**src/iecd_pkg.sv**
```systemverilog
/*
  shared constants for the input event command decoder: register map,
  outbox and status field positions, command codes, reset values.
  assumes a 32-bit apb slave with byte addresses on an 8-bit paddr.
*/
package iecd_pkg;

  // ==========================================================
  // sizes
  localparam int NCH = 8;
  localparam int CNT_W = 16;
  localparam int ADDR_W = 8;
  localparam int STS_W = 25;

  // ==========================================================
  // register offsets
  localparam logic [7:0] OFS_OUTBOX = 8'h00;
  localparam logic [7:0] OFS_INBOX = 8'h04;
  localparam logic [7:0] OFS_STATUS = 8'h08;
  localparam logic [7:0] OFS_MASK = 8'h0c;
  localparam logic [7:0] OFS_CFG_A = 8'h10;
  localparam logic [7:0] OFS_CFG_B = 8'h14;
  localparam logic [7:0] OFS_RSTVAL = 8'h20;
  localparam logic [7:0] OFS_MATCHV = 8'h40;
  localparam logic [7:0] BANK_SPAN = 8'h20;

  // ==========================================================
  // byte lanes of outbox and inbox words
  localparam int LANE_LOW = 0;
  localparam int LANE_HIGH = 8;
  localparam int LANE_CMD = 16;
  localparam int LANE_TOP = 24;

  // ==========================================================
  // status and mask field positions, and the busy bit of cfg b
  localparam int ST_EDGE_LSB = 0;
  localparam int ST_OVF_LSB = 8;
  localparam int ST_MATCH_LSB = 16;
  localparam int ST_PAT_BIT = 24;
  localparam int CFG_BUSY_BIT = 24;

  // ==========================================================
  // command codes
  localparam logic [7:0] CMD_PAT_EN = 8'h21;
  localparam logic [7:0] CMD_PAT_REF = 8'h22;
  localparam logic [7:0] CMD_RISE_EN = 8'h23;
  localparam logic [7:0] CMD_FALL_EN = 8'h24;
  localparam logic [7:0] CMD_CNT_EN = 8'h28;
  localparam logic [7:0] CMD_CNT_LOAD = 8'h29;
  localparam logic [7:0] CMD_OVF_IE = 8'h2a;
  localparam logic [7:0] CMD_MATCH_IE = 8'h2b;

  // ==========================================================
  // reset values and counter maximum
  localparam logic [7:0] EN_RESET = 8'h00;
  localparam logic [15:0] RSTVAL_RESET = 16'h0000;
  localparam logic [15:0] MATCHV_RESET = 16'h0000;
  localparam logic [15:0] CNT_MAX = 16'hffff;
  localparam logic [31:0] WORD_ZERO = 32'h0000_0000;

  typedef enum logic {IECD_IDLE, IECD_EXEC} iecd_state_e;

endpackage : iecd_pkg

```
**src/iecd_chan_if.sv**
```systemverilog
/*
  carrier for the conditioned input levels and their edge pulses.
  assumes one clock domain on pclk for both ends.
*/
interface iecd_chan_if;
  logic [7:0] level;
  logic [7:0] rise;
  logic [7:0] fall;
  modport src (output level, output rise, output fall);
  modport snk (input level, input rise, input fall);
endinterface : iecd_chan_if

```
**src/iecd_front.sv**
```systemverilog
/*
  input front end: three-stage synchroniser per isolated input, a
  level that moves once stages two and three agree, and one-cycle
  rise and fall pulses. assumes pins are asynchronous to pclk.
*/
module iecd_front (
  input wire logic pclk,
  input wire logic presetn,
  input wire logic [7:0] isolated_input,
  iecd_chan_if.src ch
);

  // ==========================================================
  // per channel synchroniser and edge detect
  for (genvar i = 0; i < iecd_pkg::NCH; i++) begin : g_ch
    logic s1_q, s2_q, s3_q, lvl_q, rise_q, fall_q;
    logic agree;
    assign agree = (s2_q == s3_q);
    always_ff @(posedge pclk or negedge presetn) begin
      if (!presetn) begin
        s1_q <= 1'b0;
        s2_q <= 1'b0;
        s3_q <= 1'b0;
        lvl_q <= 1'b0;
        rise_q <= 1'b0;
        fall_q <= 1'b0;
      end else begin
        s1_q <= isolated_input[i];
        s2_q <= s1_q;
        s3_q <= s2_q;
        lvl_q <= agree ? s3_q : lvl_q;
        rise_q <= agree & s3_q & ~lvl_q;
        fall_q <= agree & ~s3_q & lvl_q;
      end
    end
    assign ch.level[i] = lvl_q;
    assign ch.rise[i] = rise_q;
    assign ch.fall[i] = fall_q;
  end

endmodule : iecd_front

```
**src/iecd_top.sv**
```systemverilog
/*
  input event command decoder: apb slave with an outbox that takes a
  command, an inbox with echo and input levels, per channel counters,
  sticky event status, mask and one interrupt line.
  assumes an apb3 master on pclk and asynchronous isolated inputs.
*/
module iecd_top (
  input wire logic pclk,
  input wire logic presetn,
  input wire logic psel,
  input wire logic penable,
  input wire logic pwrite,
  input wire logic [7:0] paddr,
  input wire logic [31:0] pwdata,
  output logic [31:0] prdata,
  output logic pready,
  output logic pslverr,
  input wire logic [7:0] isolated_input,
  output logic irq
);

  // ==========================================================
  // decoding helpers
  function automatic logic in_bank(input logic [7:0] a, input logic [7:0] base);
    in_bank = (a >= base) && (a < 8'(base + iecd_pkg::BANK_SPAN)) && (a[1:0] == 2'b00);
  endfunction : in_bank

  iecd_chan_if ch ();

  iecd_front u_front (
    .pclk(pclk),
    .presetn(presetn),
    .isolated_input(isolated_input),
    .ch(ch)
  );

  // ==========================================================
  // state
  iecd_pkg::iecd_state_e state_q, state_d;
  logic pready_q, pslverr_q, irq_q;
  logic [31:0] prdata_q, prdata_d;
  logic [7:0] cmd_q, param_q, phigh_q, top_q;
  logic [7:0] pen_q, pref_q, ren_q, fen_q, cen_q, ovie_q, mie_q;
  logic [7:0] echo_q, inlvl_q;
  logic [iecd_pkg::STS_W-1:0] sts_q, mask_q;
  logic pat_q;
  logic [15:0] cnt_q [iecd_pkg::NCH];
  logic [15:0] rstval_q [iecd_pkg::NCH];
  logic [15:0] matchv_q [iecd_pkg::NCH];

  // ==========================================================
  // apb decode
  wire setup = psel & ~penable;
  wire acc = psel & penable & pready_q;
  wire wr = acc & pwrite;
  wire hit_out = (paddr == iecd_pkg::OFS_OUTBOX);
  wire hit_in = (paddr == iecd_pkg::OFS_INBOX);
  wire hit_sts = (paddr == iecd_pkg::OFS_STATUS);
  wire hit_msk = (paddr == iecd_pkg::OFS_MASK);
  wire hit_cfa = (paddr == iecd_pkg::OFS_CFG_A);
  wire hit_cfb = (paddr == iecd_pkg::OFS_CFG_B);
  wire hit_rv = in_bank(paddr, iecd_pkg::OFS_RSTVAL);
  wire hit_mv = in_bank(paddr, iecd_pkg::OFS_MATCHV);
  wire [2:0] bank_idx = paddr[4:2];
  wire addr_ok = hit_out | hit_in | hit_sts | hit_msk | hit_cfa | hit_cfb | hit_rv | hit_mv;
  wire idle = (state_q == iecd_pkg::IECD_IDLE);
  wire go = wr & hit_out & idle;
  wire busy = ~idle;

  wire [31:0] w_outbox = {top_q, cmd_q, phigh_q, param_q};
  wire [31:0] w_inbox = {inlvl_q, echo_q, 16'h0000};
  wire [31:0] w_cfa = {fen_q, ren_q, pref_q, pen_q};
  wire [31:0] w_cfb = {7'h00, busy, mie_q, ovie_q, cen_q};
  wire [31:0] rd_mux =
    hit_out ? w_outbox :
    hit_in ? w_inbox :
    hit_sts ? {7'h00, sts_q} :
    hit_msk ? {7'h00, mask_q} :
    hit_cfa ? w_cfa :
    hit_cfb ? w_cfb :
    hit_rv ? {16'h0000, rstval_q[bank_idx]} :
    hit_mv ? {16'h0000, matchv_q[bank_idx]} : iecd_pkg::WORD_ZERO;
  assign prdata_d = (setup & ~pwrite) ? rd_mux : prdata_q;

  // ==========================================================
  // command decode
  wire exec = (state_q == iecd_pkg::IECD_EXEC);
  wire do_pen = exec & (cmd_q == iecd_pkg::CMD_PAT_EN);
  wire do_pref = exec & (cmd_q == iecd_pkg::CMD_PAT_REF);
  wire do_ren = exec & (cmd_q == iecd_pkg::CMD_RISE_EN);
  wire do_fen = exec & (cmd_q == iecd_pkg::CMD_FALL_EN);
  wire do_cen = exec & (cmd_q == iecd_pkg::CMD_CNT_EN);
  wire do_load = exec & (cmd_q == iecd_pkg::CMD_CNT_LOAD);
  wire do_ovie = exec & (cmd_q == iecd_pkg::CMD_OVF_IE);
  wire do_mie = exec & (cmd_q == iecd_pkg::CMD_MATCH_IE);
  wire cmd_ok = do_pen | do_pref | do_ren | do_fen | do_cen | do_load | do_ovie | do_mie;
  assign state_d = go ? iecd_pkg::IECD_EXEC : iecd_pkg::IECD_IDLE;

  // ==========================================================
  // pattern match
  wire pat_now = (((ch.level ^ pref_q) & pen_q) == 8'h00) && (pen_q != 8'h00);
  wire pat_ev = pat_now & ~pat_q;

  // ==========================================================
  // counters and events
  logic [7:0] inc, load, ovf_ev, mat_ev, edge_ev;
  logic [15:0] cnt_d [iecd_pkg::NCH];
  for (genvar i = 0; i < iecd_pkg::NCH; i++) begin : g_cnt
    wire [15:0] nxt = cnt_q[i] + 16'h0001;
    assign inc[i] = cen_q[i] & ch.rise[i];
    assign load[i] = do_load & param_q[i];
    assign cnt_d[i] = load[i] ? rstval_q[i] : inc[i] ? nxt : cnt_q[i];
    assign ovf_ev[i] = inc[i] & ~load[i] & (cnt_q[i] == iecd_pkg::CNT_MAX) & ovie_q[i];
    assign mat_ev[i] = inc[i] & ~load[i] & (nxt == matchv_q[i]) & mie_q[i];
    assign edge_ev[i] = (ch.rise[i] & ren_q[i]) | (ch.fall[i] & fen_q[i]);
  end

  wire [iecd_pkg::STS_W-1:0] sts_set = {pat_ev, mat_ev, ovf_ev, edge_ev};
  wire [iecd_pkg::STS_W-1:0] sts_clr = (wr & hit_sts) ? pwdata[iecd_pkg::STS_W-1:0] : '0;
  wire [iecd_pkg::STS_W-1:0] sts_d = (sts_q & ~sts_clr) | sts_set;

  // ==========================================================
  // apb and control registers
  always_ff @(posedge pclk or negedge presetn) begin
    if (!presetn) begin
      state_q <= iecd_pkg::IECD_IDLE;
      pready_q <= 1'b0;
      pslverr_q <= 1'b0;
      prdata_q <= iecd_pkg::WORD_ZERO;
      irq_q <= 1'b0;
      sts_q <= '0;
      mask_q <= '0;
      pat_q <= 1'b0;
    end else begin
      state_q <= state_d;
      pready_q <= setup;
      pslverr_q <= setup & ~addr_ok;
      prdata_q <= prdata_d;
      irq_q <= |(sts_q & mask_q);
      sts_q <= sts_d;
      mask_q <= (wr & hit_msk) ? pwdata[iecd_pkg::STS_W-1:0] : mask_q;
      pat_q <= pat_now;
    end
  end

  // ==========================================================
  // outbox and inbox
  always_ff @(posedge pclk or negedge presetn) begin
    if (!presetn) begin
      param_q <= 8'h00;
      phigh_q <= 8'h00;
      cmd_q <= 8'h00;
      top_q <= 8'h00;
      echo_q <= 8'h00;
      inlvl_q <= 8'h00;
    end else begin
      if (go) begin
        param_q <= pwdata[iecd_pkg::LANE_LOW +: 8];
        phigh_q <= pwdata[iecd_pkg::LANE_HIGH +: 8];
        cmd_q <= pwdata[iecd_pkg::LANE_CMD +: 8];
        top_q <= pwdata[iecd_pkg::LANE_TOP +: 8];
      end
      echo_q <= cmd_ok ? cmd_q : echo_q;
      inlvl_q <= cmd_ok ? ch.level : inlvl_q;
    end
  end

  // ==========================================================
  // channel configuration
  always_ff @(posedge pclk or negedge presetn) begin
    if (!presetn) begin
      pen_q <= iecd_pkg::EN_RESET;
      pref_q <= iecd_pkg::EN_RESET;
      ren_q <= iecd_pkg::EN_RESET;
      fen_q <= iecd_pkg::EN_RESET;
      cen_q <= iecd_pkg::EN_RESET;
      ovie_q <= iecd_pkg::EN_RESET;
      mie_q <= iecd_pkg::EN_RESET;
    end else begin
      pen_q <= do_pen ? param_q : pen_q;
      pref_q <= do_pref ? param_q : pref_q;
      ren_q <= do_ren ? param_q : ren_q;
      fen_q <= do_fen ? param_q : fen_q;
      cen_q <= do_cen ? param_q : cen_q;
      ovie_q <= do_ovie ? param_q : ovie_q;
      mie_q <= do_mie ? param_q : mie_q;
    end
  end

  // ==========================================================
  // counter arrays, reset and match values
  always_ff @(posedge pclk or negedge presetn) begin
    if (!presetn) begin
      for (int i = 0; i < iecd_pkg::NCH; i++) begin
        cnt_q[i] <= iecd_pkg::RSTVAL_RESET;
        rstval_q[i] <= iecd_pkg::RSTVAL_RESET;
        matchv_q[i] <= iecd_pkg::MATCHV_RESET;
      end
    end else begin
      for (int i = 0; i < iecd_pkg::NCH; i++) begin
        cnt_q[i] <= cnt_d[i];
      end
      if (wr & hit_rv) begin
        rstval_q[bank_idx] <= pwdata[15:0];
      end
      if (wr & hit_mv) begin
        matchv_q[bank_idx] <= pwdata[15:0];
      end
    end
  end

  assign prdata = prdata_q;
  assign pready = pready_q;
  assign pslverr = pslverr_q;
  assign irq = irq_q;
endmodule : iecd_top

```
**config.mk**
```make
export PLATFORM = sky130hd
export DESIGN_NAME = iecd_top
export DESIGN_NICKNAME = d
export VERILOG_FILES = /design/src/iecd_pkg.sv /design/src/iecd_chan_if.sv /design/src/iecd_front.sv /design/src/iecd_top.sv
export SDC_FILE = /design/constraint.sdc
export NUM_CORES = 1
export LEC_CHECK = 0
export BUFFER_PORTS_ARGS = -buffer_cell sky130_fd_sc_hd__buf_2
export CORE_MARGIN = 4
export CORE_UTILIZATION = 50
export DETAILED_ROUTE_END_ITERATION = 10
export PLACE_DENSITY = 0.66
export SYNTH_ARGS = -nofsm -noshare
export SYNTH_HDL_FRONTEND = slang
export SYNTH_SLANG_ARGS = --single-unit
```
**constraint.sdc**
```tcl
create_clock -name pclk -period 6.33 [get_ports pclk]
set_input_delay 0.3165 -clock pclk [delete_from_list [all_inputs] [get_ports pclk]]
set_output_delay 0.3165 -clock pclk [all_outputs]
set_load 0.1 [all_outputs]
```
==> flow_metrics.py <==
metrics = {
    "setup_path": {
        "worst_ep_required_time_ps": 6830,
        "endpoint": "sts_q[11]",
        "worstRegToRegCells": 5,
        "start_kind": "flop",
        "end_kind": "flop",
        "cp_max_fo": 34,
        "r2r_setup_slack_ps": 2770,
        "critPathKind": "reg -> reg",
        "crit_start": "cmd_q[2]",
        "worstPathArrival_ps": 4060,
        "rr_startpoint": "cmd_q[2]",
        "rr_endpoint": "sts_q[11]",
    },
    "floorplan": {
        "row_count": 93,
        "ios": 88,
        "die_y_um": 265,
        "core_area_um2": 64800,
        "start_util": 0.508,
        "die_area_um2": 70000,
        "dieWidth_um": 265,
    },
    "detailed_routing": {
        "wire_per_inst_um": 28.4,
        "drc": 0,
        "vias": 24900,
        "viasPerCell": 6.44,
        "drtIter0Drc": 2881,
        "dr.pass1.iters": 6,
        "ant_nets": 0,
        "postRouteWirelength_um": 110000,
    },
    "cts": {
        "clk_latency_ps": 620,
        "clk_path_buf_depth": 3,
        "h-tree-depth": 3,
        "clock-sinks": 623,
        "numCtsBuffers": 69,
        "clk_pin_slew_ps": 60,
        "cts_root_buffer": "clkbuf_16",
        "cts_tree": "yes",
    },
    "placed_design": {
        "port_buffers": 87,
        "dp_hpwl_um": 79100,
        "gp_congestion": 1.02,
        "placed_cells": 3738,
        "place_area_um2": 33800,
        "pre_cts_ws_ps": 2960,
    },
    "logic_synthesis": {
        "synth_cells": 2984,
        "yosys_most_used_dff": "dfrtp_1",
        "yosysUniqueCellTypes": 75,
        "avgSynthCellArea_um2": 11.0,
        "ys_seq_area_frac": 0.474,
        "syn-num-nets": 3061,
        "syn_area_um2": 32900,
        "ys_warn_count": 0,
        "synth-edff-count": 0,
        "synth_commonest_cells": "dfrtp_1, mux2_2, nand2_1",
        "synth_seq_cells": 623,
        "yosysMostFrequentCell": "dfrtp_1",
        "synthArstFlopShare": 1.00,
        "synth_top_area_share": 0.474,
        "synth_area_leaders": "dfrtp_1, mux2_2, mux4_2",
        "synth_area_leader_cell": "dfrtp_1",
    },
    "power_and_ir_drop": {
        "internal_power_mw": 6.55,
        "power.share.clock": 0.471,
        "power_density_nw_per_um2": 239,
        "p_sw_mw": 2.12,
        "p_leak_nw": 16.9,
        "combPwrFrac": 0.057,
        "p_seq_frac": 0.472,
        "netSwitchingFraction": 0.244,
        "total_power_mw": 8.67,
        "ir_worst_vdd_uv": 147,
    },
    "finish": {
        "nNetsFinal": 3050,
        "stdcell_count": 3876,
        "final_core_util": 0.559,
        "diodes": 0,
        "drive_gt1_frac": 0.232,
        "fill_cells": 5432,
        "area.growth.synth_to_final_pct": 10.1,
        "fin_area_um2": 36200,
    },
    "global_route": {
        "antenna_found_initial": 3,
        "use_met2": 0.458,
        "met3_usage": 0.0652,
        "grt_pass1_wl_um": 163000,
        "grt-busiest-layer": "met2",
        "grt_max_degree": 159,
        "grt_util_all_layers": 0.310,
        "grt_pass1_vias": 24200,
        "overflow": 0,
        "grtUsageMet1": 0.456,
    },
    "sta": {
        "maxSlewHeadroom": 0.224,
        "rsz0062_at_grt": "false",
        "min_period_over_period": 0.562,
        "finalHoldViolCount": 0,
        "finalSetupViolCount": 0,
        "finalMaxSlewViolations": 0,
        "tightest_slew_ps": 1160,
        "hold_ws_ps": 37.2,
        "skew_ps": 22.7,
        "max_clock_freq_mhz": 281,
        "fin_tns_setup_ps": 0,
        "finalWorstSetupSlack_ps": 2770,
        "min_period_ps": 3560,
    },
    "job": {
        "cap_violations": 0,
    },
    "worst_hold_path": {
        "hold_path.class": "in -> reg",
        "hold_start": "pwdata[16]",
    },
    "outcome": {
        "status": "finished clean",
    },
}
[timing repair]
action                                  in CTS  in global routing
endpoints found under the setup margin       0                  0
setup buffers                                0                  0
resized for setup                            0                  0
endpoints found under the hold margin       98                  0
hold buffers                                19                  0
[routing by layer]
layer | wire (um) | part of all wire
met1 | 47300 | 0.43
met2 | 47400 | 0.43
met3 | 11300 | 0.10
met4 | 4210 | 0.038
met5 | 0 | 0
[power groups by stage]
stage | registers (mW) | logic [mW] | clock network (mW)
after floorplan | 4.23 | 0.167 | 0
after global placement | 4.16 | 0.475 | 0
after detailed placement | 4.17 | 0.483 | 0
after CTS | 4.09 | 0.493 | 4.13
after global routing | 4.10 | 0.524 | 4.30
final | 4.10 | 0.492 | 4.08
[critical path, cell delays in order, from the launching register on]
cell and delay [ps]:
dfrtp_1 440, nor4b_1 560, and3_1 930, nand2_1 920, nor4b_1 430, a21o_1 150
[flip-flops by register name, summed over array words and instances (netlist names), 25 cells and up]
signal    count
matchv_q    128
rstval_q    128
sts_q        25
cnt_q       128
prdata       32
mask_q       25
[area by class of cell]
| cell class | count | area [um2] | share of cell area |
|---|---|---|---|
| clock inverters | 19 | 245 | 0.00677 |
| flip-flops and latches | 623 | 15600 | 0.430 |
| inverters | 54 | 203 | 0.00559 |
| multi-input cells | 2091 | 16200 | 0.448 |
| clock buffers | 100 | 2020 | 0.0557 |
| well taps | 855 | 1070 | 0.0295 |
| repair buffers | 134 | 895 | 0.0247 |
[how the worst min path moves through the flow]
stage	to	depth (start not counted)
2_1_floorplan	busy	0
3_3_place_gp	u_front.g_ch[7].s2_q	0
3_5_place_dp	u_front.g_ch[0].s2_q	0
4_1_cts	cmd_q[0]	2
5_1_grt	mask_q[17]	2
6_report	cmd_q[0]	2
[layout by cell type (no fill, tap or decap), types with 27 or more instances in the layout]
| cell | count |
|---|---|
| nor2_1 | 196 |
| buf_2 | 83 |
| nand2_1 | 224 |
| mux2i_1 | 68 |
| clkbuf_16 | 72 |
| inv_1 | 54 |
| xor2_1 | 128 |
| nor3_1 | 56 |
| nor2b_1 | 31 |
| mux2_2 | 382 |
| o21ai_0 | 114 |
| xnor2_1 | 164 |
| a21oi_1 | 158 |
| mux4_2 | 67 |
| nand4_1 | 53 |
| dfrtp_1 | 623 |
| buf_4 | 27 |
| nand3_1 | 90 |
[logic make-up (layout without fill, tap and decap cells)]
logic type | Yosys count | in the layout | share of synthesized area
xor+xnor | 292 | 292 | 0.0777
mux | 517 | 517 | 0.197
fa+ha+maj | 24 | 24 | 0.00913
buf+inv | 270 | 307 | 0.0337
flops | 623 | 623 | 0.474
simple gates | 812 | 812 | 0.125
compound gates | 446 | 446 | 0.0836
(Power assumes the default switching activity.)
